## config.mk

```make
export PLATFORM = sky130hd
export DESIGN_NAME = ext_mem_strobe_reset_ctl
export DESIGN_NICKNAME = d
export VERILOG_FILES = /design/src/hw/strobe_pkg.sv /design/src/hw/ext_mem_strobe_reset_ctl.sv
export SDC_FILE = /design/constraint.sdc
export NUM_CORES = 1
export LEC_CHECK = 0
export BUFFER_PORTS_ARGS = -buffer_cell sky130_fd_sc_hd__buf_4
export CORE_MARGIN = 2
export CORE_UTILIZATION = 45
export CTS_CLUSTER_SIZE = 10
export DETAILED_ROUTE_END_ITERATION = 16
export PLACE_DENSITY = 0.83
export SYNTH_ARGS = -nofsm -noshare
export SYNTH_HDL_FRONTEND = slang
export SYNTH_SLANG_ARGS = --single-unit
```

## constraint.sdc

```tcl
create_clock -name mclk -period 1.4 [get_ports mclk]
set_clock_uncertainty 0.2 [all_clocks]
set_input_delay 0.21 -clock mclk [delete_from_list [all_inputs] [get_ports mclk]]
set_output_delay 0.21 -clock mclk [all_outputs]
set_load 0.01 [all_outputs]
```

## src/hw/strobe_pkg.sv

```systemverilog
// Function
// The reset input must stay low for three machine cycles with the oscillator running before the device resets.
// Once reset is first applied the serial link controller sees it after three machine cycles and may keep sending for up to four.
// In normal operation the address latch strobe runs at one sixth of the oscillator frequency.
// Each external data memory access drops exactly one address latch strobe pulse.
// While in reset the address latch strobe stays high with no pulses.
// External logic latches the low address byte with the address latch strobe.
// When fetching from external program memory the active-low fetch strobe fires twice per machine cycle.
// Each external data memory access skips two fetch strobe activations.
// While in reset the fetch strobe stays high.
// Two third-port alternate pins give the data memory write and read strobes.
// A fourth-port pin written with one is pulled high and serves as input.
// The oscillator passes a divide-by-two stage before internal clocking.
// A machine cycle is twelve oscillator periods, holding two address latch strobe pulses.
package strobe_pkg;
  localparam int OSC_PER_MC = 12;
  localparam int STATE_TICKS = 6;
  localparam logic [3:0] PHASE_LAST = 4'h2;
  localparam logic [1:0] RST_MC = 2'h3;
  localparam logic [2:0] LINK_STOP_MC = 3'h4;
  localparam logic [2:0] ALE_HI_START = 3'h0;
  localparam logic [2:0] ALE_HI_END = 3'h0;
  localparam logic [2:0] FETCH_LO_START = 3'h1;
  localparam logic [2:0] FETCH_LO_END = 3'h2;

  typedef struct packed {
    logic addrLatch;
    logic fetchStrobeN;
    logic dataWrN;
    logic dataRdN;
  } strobes_t;

  typedef enum logic [1:0] {IDLE, ACC_PENDING, ACC_ACTIVE} acc_state_t;
endpackage : strobe_pkg
```

## src/hw/ext_mem_strobe_reset_ctl.sv

```systemverilog
`timescale 1ns/10ps
module ext_mem_strobe_reset_ctl #(
  parameter int PORT_W = 8
) (
  // Clock and reset
  input wire logic mclk,
  input wire logic srst,
  // Pins
  input wire logic resetPinN,
  input wire logic extProgram,
  // Core requests
  input wire logic dataAccessReq,
  input wire logic dataAccessWrite,
  input wire logic [PORT_W-1:0] port4Latch,
  input wire logic [PORT_W-1:0] port4PinIn,
  // Outputs
  output strobe_pkg::strobes_t strobes,
  output logic [PORT_W-1:0] port4PullUp,
  output logic [PORT_W-1:0] port4Read,
  output logic deviceReset,
  output logic linkReset,
  output logic linkTxEnable
);
  initial begin
    if (PORT_W < 1) $error("PORT_W must be positive");
  end

  // ****************************************
  // Input synchronisers
  // ****************************************
  logic rstMeta_r, rstSync_r;
  logic [PORT_W-1:0] p4Meta_r, p4Sync_r;
  always_ff @(posedge mclk) begin
    rstMeta_r <= resetPinN;
    rstSync_r <= rstMeta_r;
    p4Meta_r <= port4PinIn;
    p4Sync_r <= p4Meta_r;
  end

  // ****************************************
  // Timing: divide-by-two then six states
  // ****************************************
  // mclk stands for the oscillator; halving it first makes duty cycle irrelevant.
  // Three states of two periods make one latch period, two of those a machine cycle.
  logic half_r, half_nxt;
  logic [3:0] phase_r, phase_nxt;
  logic stateHalf_r, stateHalf_nxt;
  wire logic phaseWrap = (phase_r == strobe_pkg::PHASE_LAST);
  wire logic mcEnd = half_r & phaseWrap & stateHalf_r;
  assign half_nxt = ~half_r;
  assign phase_nxt = ~half_r ? phase_r : (phaseWrap ? 4'h0 : phase_r + 4'h1);
  assign stateHalf_nxt = (half_r & phaseWrap) ? ~stateHalf_r : stateHalf_r;

  // ****************************************
  // Reset qualification
  // ****************************************
  logic [1:0] lowMc_r, lowMc_nxt;
  logic [2:0] linkMc_r, linkMc_nxt;
  logic inReset_r, inReset_nxt;
  wire logic pinLow = ~rstSync_r;
  // Low must persist over three whole machine cycles; a glitch restarts the count
  assign lowMc_nxt = !pinLow ? 2'h0 : ((mcEnd && lowMc_r != strobe_pkg::RST_MC) ? lowMc_r + 2'h1 : lowMc_r);
  // The first boundary may come early, so one more boundary is needed for three full cycles
  assign inReset_nxt = pinLow ? (inReset_r | ((lowMc_r == strobe_pkg::RST_MC) & mcEnd)) : 1'b0;
  assign linkMc_nxt = !pinLow ? 3'h0 : ((mcEnd && linkMc_r != strobe_pkg::LINK_STOP_MC) ? linkMc_r + 3'h1 : linkMc_r);

  // ****************************************
  // Data memory access sequencing
  // ****************************************
  strobe_pkg::acc_state_t acc_r, acc_nxt;
  logic accWrite_r, accWrite_nxt;
  wire logic mcStart = half_r & phaseWrap & stateHalf_r;
  always_comb begin
    acc_nxt = acc_r;
    case (acc_r)
      strobe_pkg::IDLE: if (dataAccessReq) acc_nxt = strobe_pkg::ACC_PENDING;
      strobe_pkg::ACC_PENDING: if (mcStart) acc_nxt = strobe_pkg::ACC_ACTIVE;
      strobe_pkg::ACC_ACTIVE: if (mcEnd) acc_nxt = strobe_pkg::IDLE;
      default: acc_nxt = strobe_pkg::IDLE;
    endcase
  end
  assign accWrite_nxt = (acc_r == strobe_pkg::IDLE && dataAccessReq) ? dataAccessWrite : accWrite_r;
  wire logic accActive = (acc_r == strobe_pkg::ACC_ACTIVE);

  // ****************************************
  // Strobe decode
  // ****************************************
  // The access spans one machine cycle: its first ALE pulse is kept for address,
  // second ALE pulse and both fetch strobes in that cycle dropped
  wire logic aleWindow = (phase_r[2:0] >= strobe_pkg::ALE_HI_START) && (phase_r[2:0] <= strobe_pkg::ALE_HI_END);
  wire logic aleSkip = accActive & stateHalf_r;
  wire logic aleNxt = inReset_r | (aleWindow & ~aleSkip);
  wire logic fetchWindow = (phase_r[2:0] >= strobe_pkg::FETCH_LO_START) && (phase_r[2:0] <= strobe_pkg::FETCH_LO_END);
  wire logic fetchNNxt = inReset_r | ~extProgram | ~fetchWindow | accActive;
  wire logic dataStrobe = accActive & stateHalf_r & fetchWindow;
  wire logic wrNNxt = ~(dataStrobe & accWrite_r & ~inReset_r);
  wire logic rdNNxt = ~(dataStrobe & ~accWrite_r & ~inReset_r);

  // ****************************************
  // Registers
  // ****************************************
  always_ff @(posedge mclk) begin
    if (srst) begin
      half_r <= 1'b0;
      phase_r <= 4'h0;
      stateHalf_r <= 1'b0;
      lowMc_r <= 2'h0;
      linkMc_r <= 3'h0;
      inReset_r <= 1'b1;
      acc_r <= strobe_pkg::IDLE;
      accWrite_r <= 1'b0;
      strobes <= '{addrLatch: 1'b1, fetchStrobeN: 1'b1, dataWrN: 1'b1, dataRdN: 1'b1};
      port4PullUp <= '0;
      port4Read <= '0;
      deviceReset <= 1'b1;
      linkReset <= 1'b1;
      linkTxEnable <= 1'b0;
    end else begin
      half_r <= half_nxt;
      phase_r <= phase_nxt;
      stateHalf_r <= stateHalf_nxt;
      lowMc_r <= lowMc_nxt;
      linkMc_r <= linkMc_nxt;
      inReset_r <= inReset_nxt;
      acc_r <= inReset_r ? strobe_pkg::IDLE : acc_nxt;
      accWrite_r <= accWrite_nxt;
      strobes <= '{addrLatch: aleNxt, fetchStrobeN: fetchNNxt, dataWrN: wrNNxt, dataRdN: rdNNxt};
      port4PullUp <= port4Latch;
      port4Read <= p4Sync_r & port4Latch;
      deviceReset <= inReset_nxt;
      linkReset <= inReset_nxt;
      linkTxEnable <= ~(pinLow && linkMc_r == strobe_pkg::LINK_STOP_MC);
    end
  end
endmodule : ext_mem_strobe_reset_ctl

```

After elaboration in Yosys (flattened, before gate mapping)
Index checks and enable logic that the tools add are counted.
{"block": "op_classes", "bitwise": 27, "n_eq_ne": 10, "addsub": 3, "order_cmp": 4, "n_reduce_logical": 10, "n_mux": 6}
{"operator": "inverter 1 bit", "count": 11}
{"operator": "bitwise AND 1 bit", "count": 10}
{"operator": "bitwise AND 8 bit", "count": 1}
{"operator": "inequality test 2 bit, second input constant", "count": 4}
{"operator": "greater-or-equal comparator 3 x 1 -> 1 bit, second input constant", "count": 2}
{"operator": "logical AND 1 bit", "count": 6}
{"operator": "two-way mux 2 bit", "count": 3}
{"operator": "one-hot mux 2 bit (3 select lines)", "count": 1}
{"operator": "OR 1 bit", "count": 5}
{"operator": "adder 4 x 1 -> 4 bit, second input constant", "count": 1}
{"operator": "equality test 2 bit, second input constant", "count": 2}
{"operator": "equality test 4 x 2 -> 1 bit, second input constant", "count": 1}
{"operator": "two-way mux 4 bit", "count": 1}
{"operator": "OR reduction 2 bit", "count": 2}
{"operator": "adder 3 x 1 -> 3 bit, second input constant", "count": 1}
{"operator": "equality test 3 bit, second input constant", "count": 1}
{"operator": "less-or-equal comparator 3 x 1 -> 1 bit, second input constant", "count": 1}
{"operator": "less-or-equal comparator 3 x 2 -> 1 bit, second input constant", "count": 1}
{"operator": "inequality test 3 bit, second input constant", "count": 1}
{"operator": "AND reduction 3 bit", "count": 1}
{"operator": "adder 2 x 1 -> 2 bit, second input constant", "count": 1}
{"operator": "equality test 2 x 1 -> 1 bit, second input constant", "count": 1}
{"operator": "logical NOT 2 bit", "count": 1}
{"operator": "two-way mux 1 bit", "count": 1}
{"block": "word_totals", "input_bits": 22, "reg_bits": 54, "wordCells": 79}

Depth between registers and ports, before layout
Gate-level depths: netlist of the first run.
{"block": "logic_depth", "depth_word": 6, "depth_mapped": 5, "ltp_nobuf": 5}

Worst setup path after synthesis of the first run
Ideal clock, no wire load.
{"block": "synth_path", "path_kind": "flip-flop to flip-flop", "startpoint": "reg phase_r[2]", "endpoint": "reg lowMc_r[0]", "path_slack_ps": -163, "stages_incl_launch_ff": 6, "t_required_ps": 1130, "t_arrival_ps": 1294, "cell_sequence": "dfxtp_1 > buf_6 > nand4bb_1 > buf_2 > or4_1 > a21oi_1"}
{"block": "synth_between", "elab_chain_cells": 4}
{"item": "from (decl)", "line": "ext_mem_strobe_reset_ctl.sv:46", "rtl": "logic [3:0] phase_r, phase_nxt;"}
{"item": "from (signal assigned)", "line": "ext_mem_strobe_reset_ctl.sv:120", "rtl": "phase_r <= phase_nxt;"}
{"item": "equality test 4 x 2 -> 1 bit", "line": "ext_mem_strobe_reset_ctl.sv:48", "rtl": "wire logic phaseWrap = (phase_r == strobe_pkg::PHASE_LAST);"}
{"item": "bitwise AND 1 bit (2 in series)", "line": "ext_mem_strobe_reset_ctl.sv:49", "rtl": "wire logic mcEnd = half_r & phaseWrap & stateHalf_r;"}
{"item": "logical AND 1 bit", "line": "ext_mem_strobe_reset_ctl.sv:62", "rtl": "assign lowMc_nxt = !pinLow ? 2'h0 : ((mcEnd && lowMc_r != strobe_pkg::RST_MC) ? lowMc_r + 2'h1 : lowMc_r);"}
{"item": "to (signal assigned)", "line": "ext_mem_strobe_reset_ctl.sv:122", "rtl": "lowMc_r <= lowMc_nxt;"}
{"item": "to (decl)", "line": "ext_mem_strobe_reset_ctl.sv:57", "rtl": "logic [1:0] lowMc_r, lowMc_nxt;"}
Every way passes these cells.
A chain may end at the register's enable or synchronous reset.

Worst setup path in the final report of the first run
{"block": "layout_path", "startpoint": "reg phase_r[3]", "endpoint": "reg lowMc_r[0]"}
The elaborated chain is that of the path after synthesis.

==> results.yml, run 1 <==
clocking:
  clock_path_buffers: 2
  cts_post_setup_buffers_inserted: 0
  clock-sinks: 54
  ctsRootBufferMaster: "clkbuf_8"
  cts_buffers: 5
  cts_tree: "yes"
  clkTransAtPathRegs_ns: 0.10
  cts_max_level: 2
  clock_latency_ns: 0.31
synth:
  synth.cell_area_sq_um: 1680
  synthesis.yosys.warnings: 0
  synth.ff_latch_count: 54
  post_synth_mux_area_share_pct: 0.596
  post_synth_fa_ha_maj_area_fraction_pct: 2.24
  async_s_r_ff_share_synth_pct: 0
  synthesis.instances: 147
  synth_ff_type: "dfxtp_1"
  synth_xor_area_share_pct: 1.56
  combinational_family_with_the_most_area_after_synthesis: "simple AND/OR/NAND/NOR gates"
  postSynthNetCount: 172
  synth.avg_cell_area_sq_um: 11.4
  simple_gate_fraction_of_synth_area_pct: 19.4
  synth_compound_area_share_pct: 8.72
  synth_seq_area_share_pct: 64.4
  number_of_flops_mapped_to_enable_cells_by_yosys: 0
  synthDistinctLibCells: 37
floorplanning:
  top_level_ports: 45
  dieWidth_microns: 65.1
  floorplan.initialDensity_pct: 46.2
  die_h_microns: 65.1
  die-area_sq_um: 4240
  placeableCoreArea_sq_um: 3630
  fp-row-count: 22
routing:
  first_iter_violations: 93
  via_count: 1313
  route.detailed.drc: 0
  routed_via_density: 4.76
  ant_nets: 0
  drt_pre_antenna_iters: 4
  routed_len_inst_microns: 12.8
  wl_mm: 3.53
setup_path:
  crit_path_top_delay_cell: "or4_4"
  timing.critical_path.required_ns: 1.45
  rr_worst_depth: 3
  cp_data_arrival_time_ns: 1.51
  crit_path_cells: "nand4bb_4 -> or4_4 -> a21oi_2"
  start_kind: "flop"
  r2r-end: "lowMc_r[0]"
  maximum_fanout_encountered_on_the_critical_timing_path: 3
  setup.worst_path.end_class: "flop"
  worst-path-buf-inv: 0
  critical-path-top-delay-family: "simple AND/OR/NAND/NOR gates"
  crit-reg2reg-launch: "phase_r[3]"
  path_class: "flop to flop"
  cp_slowest_stage_delay_ns: 0.50
  regToRegSetupSlack_ns: -0.06
  startpoint: "phase_r[3]"
min_path:
  hp-class: "primary input to flop"
  hold-path-endpoint: "strobes[0]"
  min_path_cells: 4
  hp-start: "srst"
timing:
  finalHoldViolations: 0
  fmax_ghz: 0.686
  relSlewSlack_pct: 71.5
  rsz0062_at_grt: "yes"
  tightestPinTransition_ns: 0.425
  worst_slack_on_hold_paths_ns: 0.0191
  drv_slew: 0
  report.final.setup_viol: 2
  final_worst_path_cycle_share_pct: 104
  shortest_clock_period_the_worst_path_allows_after_layout_ns: 1.46
  tns_ns: -0.0744
  final_critical_path_setup_slack_ns: -0.0567
finish:
  final_cell_area_sq_um: 2550
  syn_to_final_growth_pct: 51.6
  flip_flop_and_latch_area_sq_um: 1090
  antenna_cells: 0
  layout-drive-gt1-share_pct: 41.7
  final.fill_count: 266
  nets_final: 252
  multi_input_area_sq_um: 632
outcome:
  outcome: "complete, but fails checks"
  failed_checks: "negative setup slack"
global_routing:
  grt_antenna_before_repair: 0
  globalRouteTotalUtil_pct: 17.6
  first_global_vias: 1238
  grt_start_max_net_pins: 19
  grt_remaining_overflow: 0
  first_pass_grt_wire_length_mm: 5.55
pwr:
  power.ir.vdd_worst_v: 0.000899
  power_density_nw_per_um2: 1080
  p_leak_nw: 1.05
placement:
  port-buffer-count: 44
  dp.final_hpwl_mm: 2.20
  gp_congestion: 0.836
  detailedPlace.worstSlack_ns: -0.0216
  dpl_cell_area_sq_um: 2160
job:
  max_cap_viol_count: 0
## synthesized netlist by cell type (2+ instances only)
cell      instances  area share, %
nand4_1           4            1.5
and2_1            9            3.4
dfxtp_1          54             64
ha_1              3            2.2
a31oi_1           2           0.75
xor2_1            2            1.0
a21oi_1           6            1.8
buf_2             2           0.60
or2_2             2           0.75
inv_1             3           0.67
nand3_1           2           0.60
nand2_1           3           0.67
clkbuf_1          3           0.67
nor2_1           10            2.2
nand2b_1          3            1.1
o31ai_1           5            2.2
o21ai_0           3           0.89
nor2b_1          12            4.5
## cells by family (layout without fill, tap and decap cells)
group	after synthesis	in the layout
buf+inv	10	91
compound gates	22	22
simple gates	54	54
xor+xnor	3	3
fa+ha+maj	3	3
flops	54	54
mux	1	1
## worst min-delay path: stages
cell	delay [ns]
buf_4	0.08
or2_4	0.11
nor4b_2	0.05
nand2b_1	0.05
## stage by stage
step / std cells / utilization (%) / power [mW]
3_5_place_dp: 249 / 59.4 / 1.85
6_report: 276 / 70.1 / 2.75
3_3_place_gp: 249 / 59.4 / 1.85
4_1_cts: 276 / 67.4 / 2.75
5_1_grt: 276 / 70.1 / 2.86
2_1_floorplan: 147 / - / 1.73
## layout make-up
class | count | area share (%)
sequential | 54 | 42.9
timing repair buffer | 80 | 25.9
tap | 48 | 2.36
clock inverter | 3 | 0.934
clock buffer | 5 | 2.70
inverter | 3 | 0.442
multi-input combinational | 83 | 24.8
## per-layer routing
metal | vias to the layer above | wire length, microns | part of all wire (%) | track usage (%)
li1 | 659 | - | - | -
met1 | 603 | 1480 | 42 | 20.5
met2 | 43 | 1830 | 52 | 29.6
met3 | 8 | 131 | 3.7 | 3.82
met4 | 0 | 86 | 2.4 | 10.2
met5 | - | 0 | 0 | 0
## placed cells by master (no fill, tap or decap), types with 2 or more instances in the layout
| cell | count |
|---|---|
| a21oi_1 | 4 |
| a21oi_2 | 2 |
| a31oi_1 | 2 |
| and2_1 | 8 |
| buf_4 | 58 |
| buf_6 | 3 |
| clkbuf_8 | 5 |
| clkinvlp_4 | 2 |
| dfxtp_1 | 46 |
| dfxtp_2 | 8 |
| dlygate4sd3_1 | 19 |
| ha_2 | 2 |
| inv_1 | 3 |
| nand2_1 | 3 |
| nand2b_1 | 2 |
| nand3_1 | 2 |
| nand4_1 | 4 |
| nor2_1 | 9 |
| nor2b_1 | 12 |
| o21ai_0 | 3 |
| o31ai_1 | 2 |
| o31ai_2 | 3 |
| xor2_1 | 2 |
## flip-flops by register name, summed over array words and instances, names as in the netlist
register      flops
linkTxEnable      1
accWrite_r        1
rstMeta_r         1
strobes           4
p4Meta_r          8
phase_r           4
port4PullUp       8
inReset_r         1
port4Read         8
stateHalf_r       1
lowMc_r           2
p4Sync_r          8
linkMc_r          3
half_r            1
acc_r             2
rstSync_r         1
## report_power, final
| part | internal (mW) | switching, mW | leakage (nW) |
|---|---|---|---|
| logic | 0.158 | 0.0973 | 0.558 |
| clock network | 0.358 | 0.513 | 0.0408 |
| registers | 1.60 | 0.0273 | 0.451 |
| total | 2.12 | 0.637 | 1.05 |
## worst max path at each step
stage / endpoint / cells after the start
after floorplan: lowMc_r[0] / 5
after global placement: strobes[1] / 4
after detailed placement: lowMc_r[0] / 3
after CTS: lowMc_r[0] / 3
after global routing: lowMc_r[0] / 3
final: lowMc_r[0] / 3
## repair_timing
action / in CTS / in global routing
pin swaps: 3 / 2
hold endpoints to repair: 19 / 0
endpoints found under the setup margin: 6 / 11
hold buffers: 19 / 0
gates resized for setup: 6 / 22
(Power assumes the default switching activity.)
==> run 2, diff against run 1 <==
SETUP_SLACK_MARGIN = 0.5   (was not set)
==> run 2 against run 1 <==
The flow finishes with violations (negative hold slack, negative setup slack). Sequential power barely moved. Core utilization rose by 7.5 points. Die area did not move. Critical path type unchanged. Critical endpoint unchanged. Largest cell class unchanged.
==> results.yml, run 2 (synthesis gave the netlist of run 1 again) <==
floorplanning:
  top_level_ports: 45
  fp-row-count: 22
  die_h_microns: 65.1
  floorplan.initialDensity_pct: 46.2
  dieWidth_microns: 65.1
  placeableCoreArea_sq_um: 3630
  die-area_sq_um: 4240
clocking:
  cts_tree: "yes"
  cts_buffers: 5
  ctsRootBufferMaster: "clkbuf_8"
  post_cts_hold_buffers: 9
  cts_max_level: 2
  clock-sinks: 54
  clock_path_buffers: 2
  clock_latency_ns: 0.31
  clkTransAtPathRegs_ns: 0.10
routing:
  first_iter_violations: 64
  wl_mm: 4.19
  routed_len_inst_microns: 15.2
  route.detailed.drc: 0
  routed_via_density: 4.97
  drt_pre_antenna_iters: 4
  ant_nets: 0
  via_count: 1372
placement:
  detailedPlace.worstSlack_ns: -0.0804
  port-buffer-count: 44
  gp_congestion: 0.732
  dp.final_hpwl_mm: 2.20
finish:
  layout.cells.most_common_list: "buf_4 (37), buf_6 (33), dfxtp_2 (31), dfxtp_1 (20)"
  layout.cells.most_common: "buf_4"
  nets_final: 252
  final.fill_count: 205
  layout-drive-gt1-share_pct: 64.5
  syn_to_final_growth_pct: 67.8
  antenna_cells: 0
timing:
  tns_ns: -0.290
  rsz0062_at_grt: "yes"
  final_critical_path_setup_slack_ns: -0.0912
  report.final.setup_viol: 6
  shortest_clock_period_the_worst_path_allows_after_layout_ns: 1.49
  final_worst_path_cycle_share_pct: 107
  worst_slack_on_hold_paths_ns: -0.121
  drv_slew: 0
  finalHoldViolations: 10
  fmax_ghz: 0.671
  relSlewSlack_pct: 80.0
  tightestPinTransition_ns: 0.299
global_routing:
  top_usage_layer: "met2"
  grt_start_max_net_pins: 18
  first_global_vias: 1364
  use_met1_pct: 20.6
  met3_usage_pct: 5.38
  grt_antenna_before_repair: 0
  gr_layer_usage_met2_pct: 35.8
  first_pass_grt_wire_length_mm: 6.17
  globalRouteTotalUtil_pct: 19.6
  grt_remaining_overflow: 0
setup_path:
  critPathCapture: "lowMc_r[0]"
  regToRegSetupSlack_ns: -0.09
  maximum_fanout_encountered_on_the_critical_timing_path: 2
  cp_data_arrival_time_ns: 1.53
  r2r-end: "lowMc_r[0]"
  timing.critical_path.required_ns: 1.44
  setup.worst_path.end_class: "flop"
  path_class: "flop to flop"
  crit-reg2reg-launch: "phase_r[3]"
  startpoint: "phase_r[3]"
  start_kind: "flop"
  rr_worst_depth: 3
pwr:
  power_density_nw_per_um2: 1060
  p_leak_nw: 1.15
  power.ir.vdd_worst_v: 0.00132
min_path:
  hp-start: "extProgram"
  hp-class: "primary input to flop"
outcome:
  failed_checks: "negative hold slack, negative setup slack"
  outcome: "complete, but fails checks"
job:
  max_cap_viol_count: 0
## run 2: how the worst min path moves through the flow
stage	to	slack [ns]	cells after the start
final	strobes[2]	-0.12	2
after floorplan	p4Meta_r[0]	0.04	0
after CTS	strobes[2]	-0.12	2
after detailed placement	p4Sync_r[7]	0.11	0
after global placement	p4Sync_r[5]	0.11	0
after global routing	strobes[2]	-0.13	2
## run 2: routing by layer
metal  vias to the layer above  part of all wire [%]
li1                        662                     -
met1                       662                    38
met2                        40                    55
met3                         8                   4.0
met4                         0                   2.6
met5                         -                     0
## run 2: worst max-delay path, cell delays in order, from the launching register on
cell	delay, ns
dfxtp_2	0.33
nand4bb_1	0.22
or4_4	0.55
a21oi_2	0.13
## run 2: final cells by class
class,instances,area (sq um),area share [%]
Clock buffer,5,68.8,2.44
Clock inverter,3,43.8,1.55
Inverter,3,11.3,0.400
Multi-Input combinational cell,83,748,26.6
Sequential cell,54,1130,40.1
Tap cell,48,60.1,2.13
Timing Repair Buffer,80,754,26.8
## run 2: where the power goes
group	internal, mW	total, mW	switching [mW]
sequential	1.60	1.63	0.0296
combinational	0.195	0.318	0.122
clock	0.536	1.05	0.509
## run 2: timing repair
item | in CTS | in global routing
gates resized for setup | 79 | 28
buffers inserted | 4 | 5
hold endpoints to repair | 20 | 9
pin swaps | 19 | 13
endpoints found under the setup margin | 43 | 51
## run 2: stage by stage
step,area [sq um],power [mW],utilization [%],cells
6_report,2820,2.99,77.5,276
5_1_grt,2820,3.09,77.5,276
4_1_cts,2680,2.95,73.9,271
3_5_place_dp,2190,1.86,60.4,250
3_3_place_gp,2190,1.85,60.4,250
2_1_floorplan,1720,1.74,-,147
